[src/pkg/serial_channel_irq_regs.svh]
// register offsets, field positions and reset values of the serial channel irq block
`ifndef SERIAL_CHANNEL_IRQ_REGS_SVH
`define SERIAL_CHANNEL_IRQ_REGS_SVH

// byte offsets on the register bus
`define OFS_STATUS0      8'h00
`define OFS_IRQ_EN0      8'h04
`define OFS_TX_FLAGS     8'h08
`define OFS_TX_EN        8'h0c
`define OFS_RX_FLAGS     8'h10
`define OFS_RX_EN        8'h14
`define OFS_FRAME_STAT   8'h18
`define OFS_CONTROL      8'h1c
`define OFS_TX_THRESH    8'h20
`define OFS_COMMAND      8'h24
`define OFS_MODE0        8'h28

// request positions in status0 and irq enable 0
`define BIT_TX_SPACE     7
`define BIT_RX_DATA      6
`define BIT_TX_EVENT     1
`define BIT_RX_EVENT     0

// transmit event flag positions
`define TXF_UNDERRUN     0
`define TXF_QUIESCENT    1
`define TXF_CTS_CHANGE   2
`define TX_FLAG_W        3

// receive event flag positions
`define RXF_SYNC_FLAG    0
`define RXF_CARRIER      1
`define RXF_BREAK_ABORT  2
`define RXF_BREAK_END    3
`define RXF_FRAME_END    4
`define RXF_PARITY_MP    5
`define RXF_PARITY_ABT   6
`define RXF_FRAMING      7
`define RXF_OVERFLOW     8
`define RXF_CHECK        9
`define RXF_LATCHED_END  10
`define RXF_CLOCK_LOSS   11
`define RX_FLAG_W        12
// per-frame group: frame end .. check fault
`define FRAME_LO         4
`define FRAME_HI         9
`define FRAME_W          6

// control register fields
`define CTL_TX_EN        0
`define CTL_RX_EN        1
`define CTL_CHECK_CALC   2
`define CTL_HOST16       3
`define CTL_RTS          4
`define CTL_TXC_OUT      5
`define CTL_RXC_OUT      6
`define CTL_W            7

// command register fields (write only, self clearing)
`define CMD_CHAN_RST     0
`define CMD_TX_RST       1
`define CMD_RX_RST       2

// mode0 fields: [1:0] protocol, [3:2] stop, [5:4] char len, [7:6] clock rate,
// [8] parity, [9] half duplex, [11:10] coding
`define MODE_W           12
`define MODE0_RESET      12'h000
`define TX_LEVEL_W       8
`define THRESH_RESET     8'h00

`endif

[src/pkg/serial_channel_pkg.sv]
// types shared by the serial channel irq block
package serial_channel_pkg;
  typedef enum logic [1:0] {
    PROTO_ASYNC,
    PROTO_BYTE_SYNC,
    PROTO_BIT_SYNC
  } proto_mode_t;
endpackage

[src/rtl/sticky_flag_bank.sv]
// bank of sticky event flags with hardware set, clears and a flush
`timescale 1ns/1ns
`default_nettype none
module sticky_flag_bank #(
  parameter int W = 3
) (
  // clock and reset
  input wire logic pclk,
  input wire logic presetn,
  // controls
  input wire logic flush,
  input wire logic [W-1:0] set_pulse,
  input wire logic [W-1:0] hw_clr,
  input wire logic [W-1:0] sw_clr,
  // state
  output logic [W-1:0] flags
);
  wire [W-1:0] flags_nxt;
  genvar i;
  generate
    for (i = 0; i < W; i++) begin : g_flag
      // set beats any clear so a coincident event is never lost; flush beats all
      assign flags_nxt[i] = flush ? 1'b0 :
        (set_pulse[i] | (flags[i] & ~hw_clr[i] & ~sw_clr[i]));
    end
  endgenerate
  // one process owns the whole vector
  always_ff @(posedge pclk or negedge presetn) begin
    if (!presetn) begin
      flags <= '0;
    end else begin
      flags <= flags_nxt;
    end
  end
endmodule
`default_nettype wire

[src/rtl/serial_channel_irq_and_reset.sv]
// interrupt request, interrupt clearing and reset logic of one serial channel
//
// Behaviour
// - tx space request until level exceeds threshold
// - tx space cleared by channel/tx reset
// - rx data request until buffer empty
// - writing one clears each event flag
// - tx quiescent cleared by writing tx data
// - parity-mp flag clears on zero next byte(s)
// - check fault clears when crc correct
// - bit-sync last read latches frame status
// - rx events cleared by channel/rx reset
// - tx events cleared by channel/tx reset
// - space/data request is flag and enable
// - tx summary ors enabled tx sources
// - rx summary ors twelve enabled sources
// - shared flag positions depend on protocol
// - channel reset disables, flushes, idles pins
// - reset defaults async, 8-bit, nrz, full duplex
// - reset zeroes enables, pin clocks, inits pll
// - requests at status0 bits 7,6,1,0
// - summaries ignore their summary enable bits
//
// The APB interface to the registers and the placing of the registers were decided locally.
`timescale 1ns/1ns
`default_nettype none
`include "serial_channel_irq_regs.svh"
module serial_channel_irq_and_reset (
  // clock and reset
  input wire logic pclk,
  input wire logic presetn,
  // apb slave
  input wire logic psel,
  input wire logic penable,
  input wire logic pwrite,
  input wire logic [7:0] paddr,
  input wire logic [31:0] pwdata,
  output logic [31:0] prdata,
  output logic pready,
  output logic pslverr,
  // transmit side status
  input wire logic [`TX_LEVEL_W-1:0] tx_level,
  input wire logic tx_buf_write,
  input wire logic tx_underrun_set,
  input wire logic tx_quiescent_set,
  input wire logic cts_change_set,
  // receive side status
  input wire logic [`RX_FLAG_W-1:0] rx_event_set,
  input wire logic rx_buf_empty,
  input wire logic rx_next_ready,
  input wire logic [1:0] rx_next_pm,
  input wire logic crc_ok,
  input wire logic rx_last_char_read,
  // interrupt requests
  output logic tx_space_irq,
  output logic rx_data_irq,
  output logic tx_event_irq,
  output logic rx_event_irq,
  // channel control
  output logic tx_enable,
  output logic rx_enable,
  output logic tx_flush,
  output logic rx_flush,
  output logic txd_hold_mark,
  output logic rts_n,
  output logic txc_oe,
  output logic rxc_oe,
  output logic dpll_init,
  output logic brg_init,
  // line format
  output var serial_channel_pkg::proto_mode_t proto_mode,
  output logic [1:0] stop_bits,
  output logic [1:0] char_len,
  output logic [1:0] clk_rate,
  output logic parity_en,
  output logic half_duplex,
  output logic [1:0] line_coding
);
  import serial_channel_pkg::*;

  function automatic proto_mode_t to_proto(input logic [1:0] code);
    to_proto = (code == 2'h1) ? PROTO_BYTE_SYNC : (code == 2'h2) ? PROTO_BIT_SYNC : PROTO_ASYNC;
  endfunction

  // ---------------- state ----------------
  logic [3:0] irq_en0_r;
  logic [`TX_FLAG_W-1:0] tx_en_r;
  logic [`RX_FLAG_W-1:0] rx_en_r;
  logic [`CTL_W-1:0] ctl_r;
  logic [`TX_LEVEL_W-1:0] thresh_r;
  logic [`MODE_W-1:0] mode_r;
  logic [`FRAME_W-1:0] frame_stat_r;
  logic chan_rst_r;
  logic tx_rst_r;
  logic rx_rst_r;
  logic tx_space_status_r;
  logic rx_data_status_r;
  logic pready_r;
  logic pslverr_r;
  logic [31:0] prdata_r;
  logic tx_space_irq_r;
  logic rx_data_irq_r;
  logic tx_event_irq_r;
  logic rx_event_irq_r;
  logic [`TX_FLAG_W-1:0] tx_flags;
  logic [`RX_FLAG_W-1:0] rx_flags;

  // ---------------- apb decode ----------------
  wire setup_ph = psel & ~penable;
  wire wr_en = psel & penable & pready_r & pwrite;
  wire sel_st0 = paddr == `OFS_STATUS0;
  wire sel_ie0 = paddr == `OFS_IRQ_EN0;
  wire sel_txf = paddr == `OFS_TX_FLAGS;
  wire sel_txe = paddr == `OFS_TX_EN;
  wire sel_rxf = paddr == `OFS_RX_FLAGS;
  wire sel_rxe = paddr == `OFS_RX_EN;
  wire sel_fst = paddr == `OFS_FRAME_STAT;
  wire sel_ctl = paddr == `OFS_CONTROL;
  wire sel_thr = paddr == `OFS_TX_THRESH;
  wire sel_cmd = paddr == `OFS_COMMAND;
  wire sel_md0 = paddr == `OFS_MODE0;
  wire mapped = sel_st0 | sel_ie0 | sel_txf | sel_txe | sel_rxf | sel_rxe | sel_fst |
                sel_ctl | sel_thr | sel_cmd | sel_md0;
  wire wr_cmd = wr_en & sel_cmd;
  wire chan_cmd = wr_cmd & pwdata[`CMD_CHAN_RST];

  // ---------------- event summaries ----------------
  wire bit_sync = proto_mode == PROTO_BIT_SYNC;
  wire tx_sum = |(tx_flags & tx_en_r);
  // one flag position carries e.g. sync detect or flag detect depending on protocol;
  // the channel presents whichever meaning the current mode gives, so the gate is common
  wire rx_sum = |(rx_flags & rx_en_r);
  wire [7:0] st0_w = {tx_space_status_r, rx_data_status_r, 4'h0, tx_sum, rx_sum};
  wire tx_space_req = tx_space_status_r & irq_en0_r[3];
  wire rx_data_req = rx_data_status_r & irq_en0_r[2];
  wire tx_event_req = tx_sum & irq_en0_r[1];
  wire rx_event_req = rx_sum & irq_en0_r[0];

  // ---------------- flag clear sources ----------------
  wire [`TX_FLAG_W-1:0] tx_sw_clr = (wr_en & sel_txf) ? pwdata[`TX_FLAG_W-1:0] : '0;
  wire [`RX_FLAG_W-1:0] rx_sw_clr = (wr_en & sel_rxf) ? pwdata[`RX_FLAG_W-1:0] : '0;
  wire [`TX_FLAG_W-1:0] tx_set = {cts_change_set, tx_quiescent_set, tx_underrun_set};
  // writing data moves the transmitter out of idle
  wire [`TX_FLAG_W-1:0] tx_hw_clr = {1'b0, tx_buf_write, 1'b0};
  // host16 reads two bytes at once, so both must show a clear parity/mp bit
  wire pm_zero = ctl_r[`CTL_HOST16] ? (rx_next_pm == 2'h0) : ~rx_next_pm[0];
  wire pmp_clr = rx_next_ready & pm_zero;
  wire check_report = ctl_r[`CTL_CHECK_CALC] & ~crc_ok;
  wire frame_copy = bit_sync & rx_last_char_read;
  wire [`RX_FLAG_W-1:0] frame_mask = {2'h0, {`FRAME_W{frame_copy}}, 4'h0};
  wire [`RX_FLAG_W-1:0] rx_hw_clr = frame_mask | (`RX_FLAG_W'(pmp_clr) << `RXF_PARITY_MP) |
    (`RX_FLAG_W'(crc_ok) << `RXF_CHECK);
  wire latch_end = frame_copy & rx_flags[`RXF_FRAME_END];
  wire [`RX_FLAG_W-1:0] rx_set = rx_event_set | (`RX_FLAG_W'(check_report) << `RXF_CHECK) |
    (`RX_FLAG_W'(latch_end) << `RXF_LATCHED_END);

  sticky_flag_bank #(.W(`TX_FLAG_W)) u_tx_flags (
    .pclk(pclk),
    .presetn(presetn),
    .flush(tx_rst_r),
    .set_pulse(tx_set),
    .hw_clr(tx_hw_clr),
    .sw_clr(tx_sw_clr),
    .flags(tx_flags)
  );

  sticky_flag_bank #(.W(`RX_FLAG_W)) u_rx_flags (
    .pclk(pclk),
    .presetn(presetn),
    .flush(rx_rst_r),
    .set_pulse(rx_set),
    .hw_clr(rx_hw_clr),
    .sw_clr(rx_sw_clr),
    .flags(rx_flags)
  );

  // ---------------- read mux ----------------
  wire [31:0] rd_mux =
    sel_st0 ? {24'h0, st0_w} :
    sel_ie0 ? {24'h0, irq_en0_r[3:2], 4'h0, irq_en0_r[1:0]} :
    sel_txf ? {29'h0, tx_flags} :
    sel_txe ? {29'h0, tx_en_r} :
    sel_rxf ? {20'h0, rx_flags} :
    sel_rxe ? {20'h0, rx_en_r} :
    sel_fst ? {26'h0, frame_stat_r} :
    sel_ctl ? {25'h0, ctl_r} :
    sel_thr ? {24'h0, thresh_r} :
    sel_md0 ? {20'h0, mode_r} : 32'h0;

  // one wait-free access: pready rises in the access phase after every setup
  always_ff @(posedge pclk or negedge presetn) begin
    if (!presetn) begin
      pready_r <= 1'b0;
      pslverr_r <= 1'b0;
      prdata_r <= 32'h0;
    end else begin
      pready_r <= setup_ph;
      pslverr_r <= setup_ph & ~mapped;
      prdata_r <= (setup_ph & ~pwrite) ? rd_mux : 32'h0;
    end
  end

  // ---------------- command pulses ----------------
  // a channel reset implies both direction resets
  always_ff @(posedge pclk or negedge presetn) begin
    if (!presetn) begin
      chan_rst_r <= 1'b0;
      tx_rst_r <= 1'b0;
      rx_rst_r <= 1'b0;
    end else begin
      chan_rst_r <= chan_cmd;
      tx_rst_r <= wr_cmd & (pwdata[`CMD_CHAN_RST] | pwdata[`CMD_TX_RST]);
      rx_rst_r <= wr_cmd & (pwdata[`CMD_CHAN_RST] | pwdata[`CMD_RX_RST]);
    end
  end

  // ---------------- software registers ----------------
  always_ff @(posedge pclk or negedge presetn) begin
    if (!presetn) begin
      irq_en0_r <= 4'h0;
      tx_en_r <= '0;
      rx_en_r <= '0;
      thresh_r <= `THRESH_RESET;
      mode_r <= `MODE0_RESET;
    end else if (chan_rst_r) begin
      irq_en0_r <= 4'h0;
      tx_en_r <= '0;
      rx_en_r <= '0;
      thresh_r <= `THRESH_RESET;
      mode_r <= `MODE0_RESET;
    end else if (wr_en) begin
      if (sel_ie0) begin
        irq_en0_r <= {pwdata[`BIT_TX_SPACE], pwdata[`BIT_RX_DATA],
                      pwdata[`BIT_TX_EVENT], pwdata[`BIT_RX_EVENT]};
      end
      if (sel_txe) begin
        tx_en_r <= pwdata[`TX_FLAG_W-1:0];
      end
      if (sel_rxe) begin
        rx_en_r <= pwdata[`RX_FLAG_W-1:0];
      end
      if (sel_thr) begin
        thresh_r <= pwdata[`TX_LEVEL_W-1:0];
      end
      if (sel_md0) begin
        mode_r <= pwdata[`MODE_W-1:0];
      end
    end
  end

  // direction resets also stop their direction; the channel reset clears everything
  always_ff @(posedge pclk or negedge presetn) begin
    if (!presetn) begin
      ctl_r <= '0;
    end else if (chan_rst_r) begin
      ctl_r <= '0;
    end else begin
      if (wr_en & sel_ctl) begin
        ctl_r <= pwdata[`CTL_W-1:0];
      end
      if (tx_rst_r) begin
        ctl_r[`CTL_TX_EN] <= 1'b0;
      end
      if (rx_rst_r) begin
        ctl_r[`CTL_RX_EN] <= 1'b0;
      end
    end
  end

  // ---------------- frame status ----------------
  always_ff @(posedge pclk or negedge presetn) begin
    if (!presetn) begin
      frame_stat_r <= '0;
    end else if (chan_rst_r) begin
      frame_stat_r <= '0;
    end else if (frame_copy) begin
      frame_stat_r <= rx_flags[`FRAME_HI:`FRAME_LO];
    end
  end

  // ---------------- request status ----------------
  // space is asserted while the transmitter is enabled and the level is at or below the threshold
  always_ff @(posedge pclk or negedge presetn) begin
    if (!presetn) begin
      tx_space_status_r <= 1'b0;
      rx_data_status_r <= 1'b0;
    end else begin
      tx_space_status_r <= ctl_r[`CTL_TX_EN] & ~tx_rst_r & (tx_level <= thresh_r);
      rx_data_status_r <= ~rx_rst_r & ~rx_buf_empty;
    end
  end

  // levels, one cycle behind their causes so that every output leaves a flop
  always_ff @(posedge pclk or negedge presetn) begin
    if (!presetn) begin
      tx_space_irq_r <= 1'b0;
      rx_data_irq_r <= 1'b0;
      tx_event_irq_r <= 1'b0;
      rx_event_irq_r <= 1'b0;
    end else begin
      tx_space_irq_r <= tx_space_req;
      rx_data_irq_r <= rx_data_req;
      tx_event_irq_r <= tx_event_req;
      rx_event_irq_r <= rx_event_req;
    end
  end

  // ---------------- outputs ----------------
  assign prdata = prdata_r;
  assign pready = pready_r;
  assign pslverr = pslverr_r;
  assign tx_space_irq = tx_space_irq_r;
  assign rx_data_irq = rx_data_irq_r;
  assign tx_event_irq = tx_event_irq_r;
  assign rx_event_irq = rx_event_irq_r;
  assign tx_enable = ctl_r[`CTL_TX_EN];
  assign rx_enable = ctl_r[`CTL_RX_EN];
  assign tx_flush = tx_rst_r;
  assign rx_flush = rx_rst_r;
  assign dpll_init = chan_rst_r;
  assign brg_init = chan_rst_r;
  // data out rests at mark whenever the transmitter is off
  assign txd_hold_mark = ~ctl_r[`CTL_TX_EN];
  assign rts_n = ~ctl_r[`CTL_RTS];
  assign txc_oe = ctl_r[`CTL_TXC_OUT];
  assign rxc_oe = ctl_r[`CTL_RXC_OUT];
  assign proto_mode = to_proto(mode_r[1:0]);
  assign stop_bits = mode_r[3:2];
  assign char_len = mode_r[5:4];
  assign clk_rate = mode_r[7:6];
  assign parity_en = mode_r[8];
  assign half_duplex = mode_r[9];
  assign line_coding = mode_r[11:10];

  // ---------------- checks ----------------
  chk_space_level: assert property (@(posedge pclk) disable iff (!presetn)
    (tx_level > thresh_r) |=> !tx_space_status_r)
    else $error("tx space status high above threshold");

  chk_space_reset: assert property (@(posedge pclk) disable iff (!presetn)
    tx_rst_r |-> ##2 !tx_space_status_r && !tx_enable)
    else $error("tx space status survived tx reset");

  chk_rx_empty: assert property (@(posedge pclk) disable iff (!presetn)
    rx_buf_empty |=> !rx_data_status_r)
    else $error("rx data status high with empty buffer");

  chk_write_one: assert property (@(posedge pclk) disable iff (!presetn)
    (wr_en && sel_txf && pwdata[`TXF_UNDERRUN] && !tx_underrun_set && !tx_rst_r)
    |=> !tx_flags[`TXF_UNDERRUN])
    else $error("underrun flag not cleared by write one");

  chk_quiescent_clear: assert property (@(posedge pclk) disable iff (!presetn)
    (tx_buf_write && !tx_quiescent_set) |=> !tx_flags[`TXF_QUIESCENT])
    else $error("quiescent flag kept after tx write");

  chk_pmp_clear: assert property (@(posedge pclk) disable iff (!presetn)
    (rx_next_ready && ctl_r[`CTL_HOST16] && rx_next_pm != 2'h0 &&
     !rx_event_set[`RXF_PARITY_MP] && rx_flags[`RXF_PARITY_MP] && !rx_sw_clr[`RXF_PARITY_MP] &&
     !rx_rst_r && !frame_copy) |=> rx_flags[`RXF_PARITY_MP])
    else $error("parity-mp flag cleared with a set bit pending");

  chk_check_report: assert property (@(posedge pclk) disable iff (!presetn)
    (ctl_r[`CTL_CHECK_CALC] && !crc_ok && !rx_rst_r) |=> rx_flags[`RXF_CHECK])
    else $error("check fault flag not reporting crc result");

  chk_frame_copy: assert property (@(posedge pclk) disable iff (!presetn)
    (frame_copy && !chan_rst_r) |=> frame_stat_r == $past(rx_flags[`FRAME_HI:`FRAME_LO]))
    else $error("frame status not latched on last read");

  chk_event_irq: assert property (@(posedge pclk) disable iff (!presetn)
    tx_event_req |=> tx_event_irq ##0 $past(tx_sum))
    else $error("tx event request not raised");

  chk_chan_reset: assert property (@(posedge pclk) disable iff (!presetn)
    chan_rst_r |=> !tx_enable && !rx_enable && !txc_oe && rts_n && mode_r == `MODE0_RESET)
    else $error("channel reset left channel active");
endmodule
`default_nettype wire

[config.mk]
export PLATFORM = sky130hd
export DESIGN_NAME = serial_channel_irq_and_reset
export DESIGN_NICKNAME = d
export VERILOG_FILES = /design/src/pkg/serial_channel_pkg.sv /design/src/rtl/sticky_flag_bank.sv /design/src/rtl/serial_channel_irq_and_reset.sv
export VERILOG_INCLUDE_DIRS = /design/src /design/src/pkg
export SDC_FILE = /design/constraint.sdc
export NUM_CORES = 1
export LEC_CHECK = 0
export ABC_CLOCK_PERIOD_IN_PS = 2400
export BUFFER_PORTS_ARGS = -buffer_cell sky130_fd_sc_hd__buf_2
export CAP_MARGIN = 15
export CELL_PAD_IN_SITES_DETAIL_PLACEMENT = 0
export CELL_PAD_IN_SITES_GLOBAL_PLACEMENT = 1
export CORE_ASPECT_RATIO = 2
export CORE_MARGIN = 5
export CORE_UTILIZATION = 42
export DETAILED_ROUTE_END_ITERATION = 8
export PLACE_DENSITY = 0.94
export SLEW_MARGIN = 5
export SYNTH_ARGS = -nofsm -noshare
export SYNTH_HDL_FRONTEND = slang
export SYNTH_SLANG_ARGS = --single-unit
[constraint.sdc]
create_clock -name pclk -period 2.4 [get_ports pclk]
set_input_delay 0.48 -clock pclk [delete_from_list [all_inputs] [get_ports pclk]]
set_output_delay 0.48 -clock pclk [all_outputs]
set_load 0.02 [all_outputs]
==> results of run 1 <==
-- Yosys cell counts (3+ instances only) --
cell / n
a222oi_1: 6
nor2b_1: 9
ha_1: 8
inv_1: 14
nand2_1: 72
nor3_1: 6
a221oi_1: 6
a22o_1: 3
nand2b_1: 5
buf_4: 29
mux2i_1: 26
nor2_1: 51
and2_1: 3
nand3_1: 32
nor3_2: 4
nor4_1: 4
a211oi_1: 5
o21ai_0: 10
a21oi_1: 50
dfrtp_1: 90
buf_2: 4
a31oi_1: 11
o211ai_1: 3
clkbuf_1: 24
-- state kept, by name, summed over array words and instances, names as in the netlist, 4 cells and up --
signal            cells
ctl_r                 7
irq_en0_r             4
thresh_r              8
mode_r               12
rx_en_r              12
frame_stat_r          6
u_rx_flags.flags     12
prdata               12
-- cells by family after synthesis --
family	after synthesis	synth area share (%)
DFF	90	47.26
AOI/OAI and AO/OA	117	16.09
muxes	28	5.933
adders and majority gates	8	2.100
other	1	0.07869
and+or+nand+nor	203	20.37
buffers and inverters	73	8.165
-- power by group through the flow --
stage	combinational (mW)	sequential [mW]	clock [mW]
floorplan	0.147	1.57	0
global placement	0.270	1.57	0
detailed placement	0.277	1.58	0
CTS	0.278	1.55	1.48
global route	0.304	1.55	1.54
finish	0.279	1.55	1.47
-- layer usage --
| layer | part of all wire [%] | wire (microns) | vias up | GRT usage, % |
|---|---|---|---|---|
| met5 | 0 | 0 | - | 0 |
| met4 | 5.8 | 904 | 0 | 13.33 |
| met3 | 5.6 | 875 | 50 | 3.593 |
| met2 | 54 | 8327 | 202 | 40.37 |
| met1 | 35 | 5422 | 2159 | 24.69 |
| li1 | - | - | 2014 | - |
-- area by class of cell --
type                       instances  area share [%]
sequential                        90           38.94
multi-input combinational        376           37.96
inverter                          14          0.9085
clock buffer                      11           4.369
timing repair buffer             135           13.71
tap                              142           3.072
clock inverter                     5           1.038
-- critical path: cells and delay by family --
family                 cells  cell delay, ns
and+or+nand+nor            4            1.44
buffers and inverters      3            0.49
AOI/OAI and AO/OA          1            0.08
-- through the flow --
step / setup WS, ns / power [mW] / hold slack [ns]
after global placement: -0.1442 / 1.845 / 0.4720
final: 0.09885 / 3.296 / 0.09832
after global routing: 0.05234 / 3.395 / 0.1345
after CTS: 0.1444 / 3.304 / 0.1142
after detailed placement: -0.1994 / 1.852 / 0.4788
after floorplan: 0.2277 / 1.720 / 0.1844
-- worst paths after layout --
path                                   from             endpoint  slack (ns)
max                                paddr[7]           rx_en_r[0]         0.1
min                                 presetn              pslverr         0.1
max reg2reg                          pready             brg_init        0.68
min reg2reg                rx_data_status_r          rx_data_irq        0.52
max in group asynchronous           presetn  u_rx_flags.flags[7]        1.69
min in group pclk              rx_buf_empty     rx_data_status_r        0.28
==> flow_summary_export.csv, run 1 <==
group,metric,value,unit
placed_design,dp_hpwl,12110,microns
global_route,antenna_found_initial,0,
floorplanning,ioPinCount,135,
layout,design_area,5784,sq um
yosys,avgSynthCellArea,9.165,sq um
hold_path,min_path_type,"in -> async",
power,power_density,569.8,nW/um^2
layout,final_common_cell,"buf_2",
clock_network,cts_buffers,9,
global_route,first_global_vias,4478,
yosys,synth_edf_count,0,
critical_path,crit_path_end_kind,"flop",
routing,via_per_inst,5.724,
timing,worst_pin_slew,0.6921,ns
timing,hold_violations,0,
routing,drc,0,
yosys,synth_top_cell_by_area,"dfrtp_1",
critical_path,path_class,"in -> reg",
global_route,grtUsageTotal,22.66,%
clock_network,clk_latency,0.35,ns
critical_path,path_max_fanout,15,
timing,tns,0,ns
placed_design,gp_congestion,0.9603,
critical_path,cp-start-kind,"input port",
global_route,grt_pass1_wl,24050,microns
timing,skew,0.009441,ns
yosys,syn_inst,520,
yosys,netlist_area,4766,sq um
clock_network,ctsResizeCount,0,
layout,insertedDiodeCount,0,
floorplanning,dieArea,13710,sq um
clock_network,postCtsHoldBufs,0,
critical_path,worstPathArrival,2.50,ns
global_route,grt_overflow,0,
layout,area_delta_synth_final,21.37,%
yosys,synthArstFlopShare,100.0,%
clock_network,cts_buffer_depth,2,
timing,setup_violations,0,
floorplanning,initial_core_util,42.49,%
routing,post_drt_wl_per_cell,20.09,microns
timing,slew_headroom,53.43,%
critical_path,cp_cell_sequence,"buf_2 -> buf_4 -> or4b_1 -> nor3_2 -> buf_4 -> nand2_1 -> nand2_1 -> a21oi_1",
clock_network,post_cts_buffers,0,
power,p_sw_share,24.27,%
timing,fmax,0.4346,GHz
placed_design,postPlaceCellArea,5472,sq um
layout,fin_util,51.57,%
floorplanning,chipHeight,160.6,microns
layout,drive_above_1_share,26.15,%
timing,rsz0062_at_grt,"false",
routing,firstDrtPassIters,7,
floorplanning,core-area,11220,sq um
flow_run,drv_cap,0,
yosys,yosysSeqAreaShare,47.26,%
timing,drv_slew,0,
timing,min_period,2.301,ns
clock_network,clk_pin_slew,0.07,ns
yosys,ys.flop_type,"dfrtp_1",
layout,layout_common_cells,"buf_2, dfrtp_1, nand2_1",
floorplanning,fp-row-count,55,
routing,vias,4425,
critical_path,worst_path_max_delay_cell,"or4b_1",
yosys,yosysWarnings,0,
yosys,ys_types,57,
layout,multi_input_area,2196,sq um
power,power_frac_comb,8.5,%
power,pwr-share-clk,44.6,%
yosys,synth.area.top_cells,"dfrtp_1, nand2_1, mux2i_1, a21oi_1, buf_4",
critical_path,reg2reg_depth,4,
yosys,yosys.area.top_type_share,47.26,%
placed_design,port_buffers,94,
placed_design,dpl.cell_count,757,
clock_network,htreeDepth,3,
power,seq_power_share,47.0,%
power,power_switching,799.8,uW
clock_network,clockRootBuffer,"clkbuf_16",
power,ir_drop,0.0003442,V
layout,layout.cells.non_filler,773,
layout,final_nets,709,
routing,detail-route-antenna-nets,0,
status,status,"completed",
clock_network,cts_sinks,90,
routing,routed_wl,15530,microns
layout,nFillCells,1071,
routing,first_iter_violations,334,
layout,regArea,2252,sq um
power,p_leak,2.622,nW
timing,period_share,95.88,%
critical_path,crit_required,2.60,ns
critical_path,critPathMaxStageDelay,0.71,ns
clock_network,cts_tree,"yes",
global_route,grt_max_degree,45,
floorplanning,die_w,85.33,microns
power,p_int,2.496,mW
yosys,synth-seq-cells,90,
Power figures use the tool's default switching activity.
==> run 2, diff against run 1 <==
CORE_MARGIN = not set   (was 5)
==> run 2 against run 1 <==
First-iteration DRC count up 9.6%. Critical path type unchanged. Wire length shrank 4.1%. Critical path depth decreased by 1. Die area fell by 14%. Largest cell class unchanged. Combinational power is 3% lower.
==> flow_summary_export.csv, run 2 (synthesis results as in run 1) <==
group,metric,value,unit
power,p_leak,2.611,nW
floorplanning,core-area,10950,sq um
routing,wl_met2,8002,microns
routing,top_layer,"met4",
clock_network,clk_pin_slew,0.07,ns
routing,detail-route-antenna-nets,0,
placed_design,dp_hpwl,11260,microns
global_route,grt_pass1_wl,23320,microns
timing,setup_violations,0,
clock_network,htreeDepth,3,
routing,wl_met1,5301,microns
clock_network,cts_buffer_depth,2,
clock_network,cts_tree,"yes",
global_route,grt_overflow,0,
clock_network,cts_buffers,9,
layout,insertedDiodeCount,0,
timing,hold_violations,0,
timing,rsz0062_at_grt,"false",
critical_path,path_max_fanout,15,
floorplanning,chipHeight,152.6,microns
critical_path,crit_path_end_kind,"flop",
clock_network,cts_sinks,90,
timing,slew_headroom,60.40,%
critical_path,worst_path_max_delay_cell,"or4b_1",
clock_network,clockRootBuffer,"clkbuf_16",
timing,hold_slack,0.1304,ns
timing,fmax,0.4567,GHz
critical_path,reg2reg_from,"pready",
floorplanning,initial_core_util,43.54,%
floorplanning,die_w,77.33,microns
hold_path,min_path_type,"in -> async",
clock_network,clk_latency,0.35,ns
floorplanning,fp-row-count,54,
layout,drive_above_1_share,25.40,%
timing,setup_ws,0.2101,ns
critical_path,cp.buffers_inverters,2,
floorplanning,ioPinCount,135,
flow_run,drv_cap,0,
critical_path,cp_cell_sequence,"buf_2 -> or4b_1 -> nor3_2 -> buf_4 -> nand2_1 -> nand2_1 -> a21oi_1",
clock_network,ctsResizeCount,0,
critical_path,crit_required,2.60,ns
layout,final_common_cell,"buf_2",
power,ir_drop,0.0003819,V
global_route,grtUsageTotal,26.24,%
critical_path,critPathMaxStageDelay,0.64,ns
routing,first_iter_violations,366,
routing,vias,4397,
timing,drv_slew,0,
layout,final_nets,704,
clock_network,post_cts_buffers,0,
critical_path,path_class,"in -> reg",
critical_path,cp_common_cell,"nand2_1",
timing,min_period,2.190,ns
global_route,antenna_found_initial,0,
layout,layout_common_cells,"buf_2, dfrtp_1, nand2_1",
status,status,"completed",
power,power_density,592.0,nW/um^2
layout,area_delta_synth_final,21.42,%
routing,routed_wl,14900,microns
critical_path,cp-start-kind,"input port",
routing,via_per_inst,5.740,
placed_design,dpl_worst_slack,-0.08775,ns
global_route,grt_max_degree,53,
floorplanning,dieArea,11800,sq um
critical_path,worstPathArrival,2.39,ns
critical_path,cp-startpoint,"paddr[7]",
routing,drc,0,
routing,wl_met3,747,microns
routing,firstDrtPassIters,6,
global_route,first_global_vias,4320,
routing,post_drt_wl_per_cell,19.45,microns
clock_network,postCtsHoldBufs,0,
timing,period_share,91.24,%
timing,skew,0.008725,ns
timing,worst_pin_slew,0.5940,ns
placed_design,gp_congestion,0.9325,
critical_path,path_delay_family,"simple AND/OR/NAND/NOR gates",
placed_design,port_buffers,94,
-- run 2: cell types whose count changed in the layout (fill, tap and decap cells not counted) --
cell        delta
buf_12         +1
buf_4          -6
bufinv_16      +2
clkbuf_1       +1
clkbuf_8       -2
clkinv_2       -1
clkinv_4       -1
clkinvlp_4     +1
-- run 2: worst paths after layout --
check	to	slack, ns	cells past startpoint
worst max-delay path	rx_en_r[8]	0.21	7
worst min-delay path	pready	0.13	1
worst max register to register	u_rx_flags.flags[6]	0.72	7
worst min register to register	rx_data_irq	0.53	1
max in group asynchronous	ctl_r[4]	1.61	2
min in group pclk	rx_data_status_r	0.27	2
-- run 2: power breakdown --
part           switching, mW  leakage, nW  internal (mW)  total [mW]
Clock                  0.585        0.159           1.02        1.61
Combinational          0.179         1.27         0.0915       0.271
Sequential            0.0162         1.18           1.53        1.55
Total                  0.780         2.61           2.65        3.43
-- run 2: layout make-up --
type | count | area (sq um)
Clock inverter | 6 | 113.9
Clock buffer | 10 | 229.0
Tap cell | 140 | 175.2
Fill cell | 1022 | 5159
Timing Repair Buffer | 130 | 768.2
Inverter | 14 | 52.55
Multi-Input combinational cell | 376 | 2196
Sequential cell | 90 | 2252
-- run 2: layer usage --
metal,global-route usage (%),vias to the layer above
li1,-,2008
met5,0,-
met3,3.174,40
met1,29.19,2123
met2,46.40,226
met4,16.53,0
-- run 2: per-stage QoR --
| stage | utilization (%) | setup TNS, ns | power (mW) | instance area (sq um) | instances |
|---|---|---|---|---|---|
| 5_1_grt | 52.87 | 0 | 3.538 | 5787 | 766 |
| 4_1_cts | 52.87 | 0 | 3.446 | 5787 | 766 |
| 6_report | 52.87 | 0 | 3.426 | 5787 | 766 |
| 3_5_place_dp | 49.74 | -0.7391 | 1.845 | 5444 | 750 |
| 3_3_place_gp | 49.74 | -0.7947 | 1.837 | 5444 | 750 |
| 2_1_floorplan | - | 0 | 1.720 | 4837 | 539 |
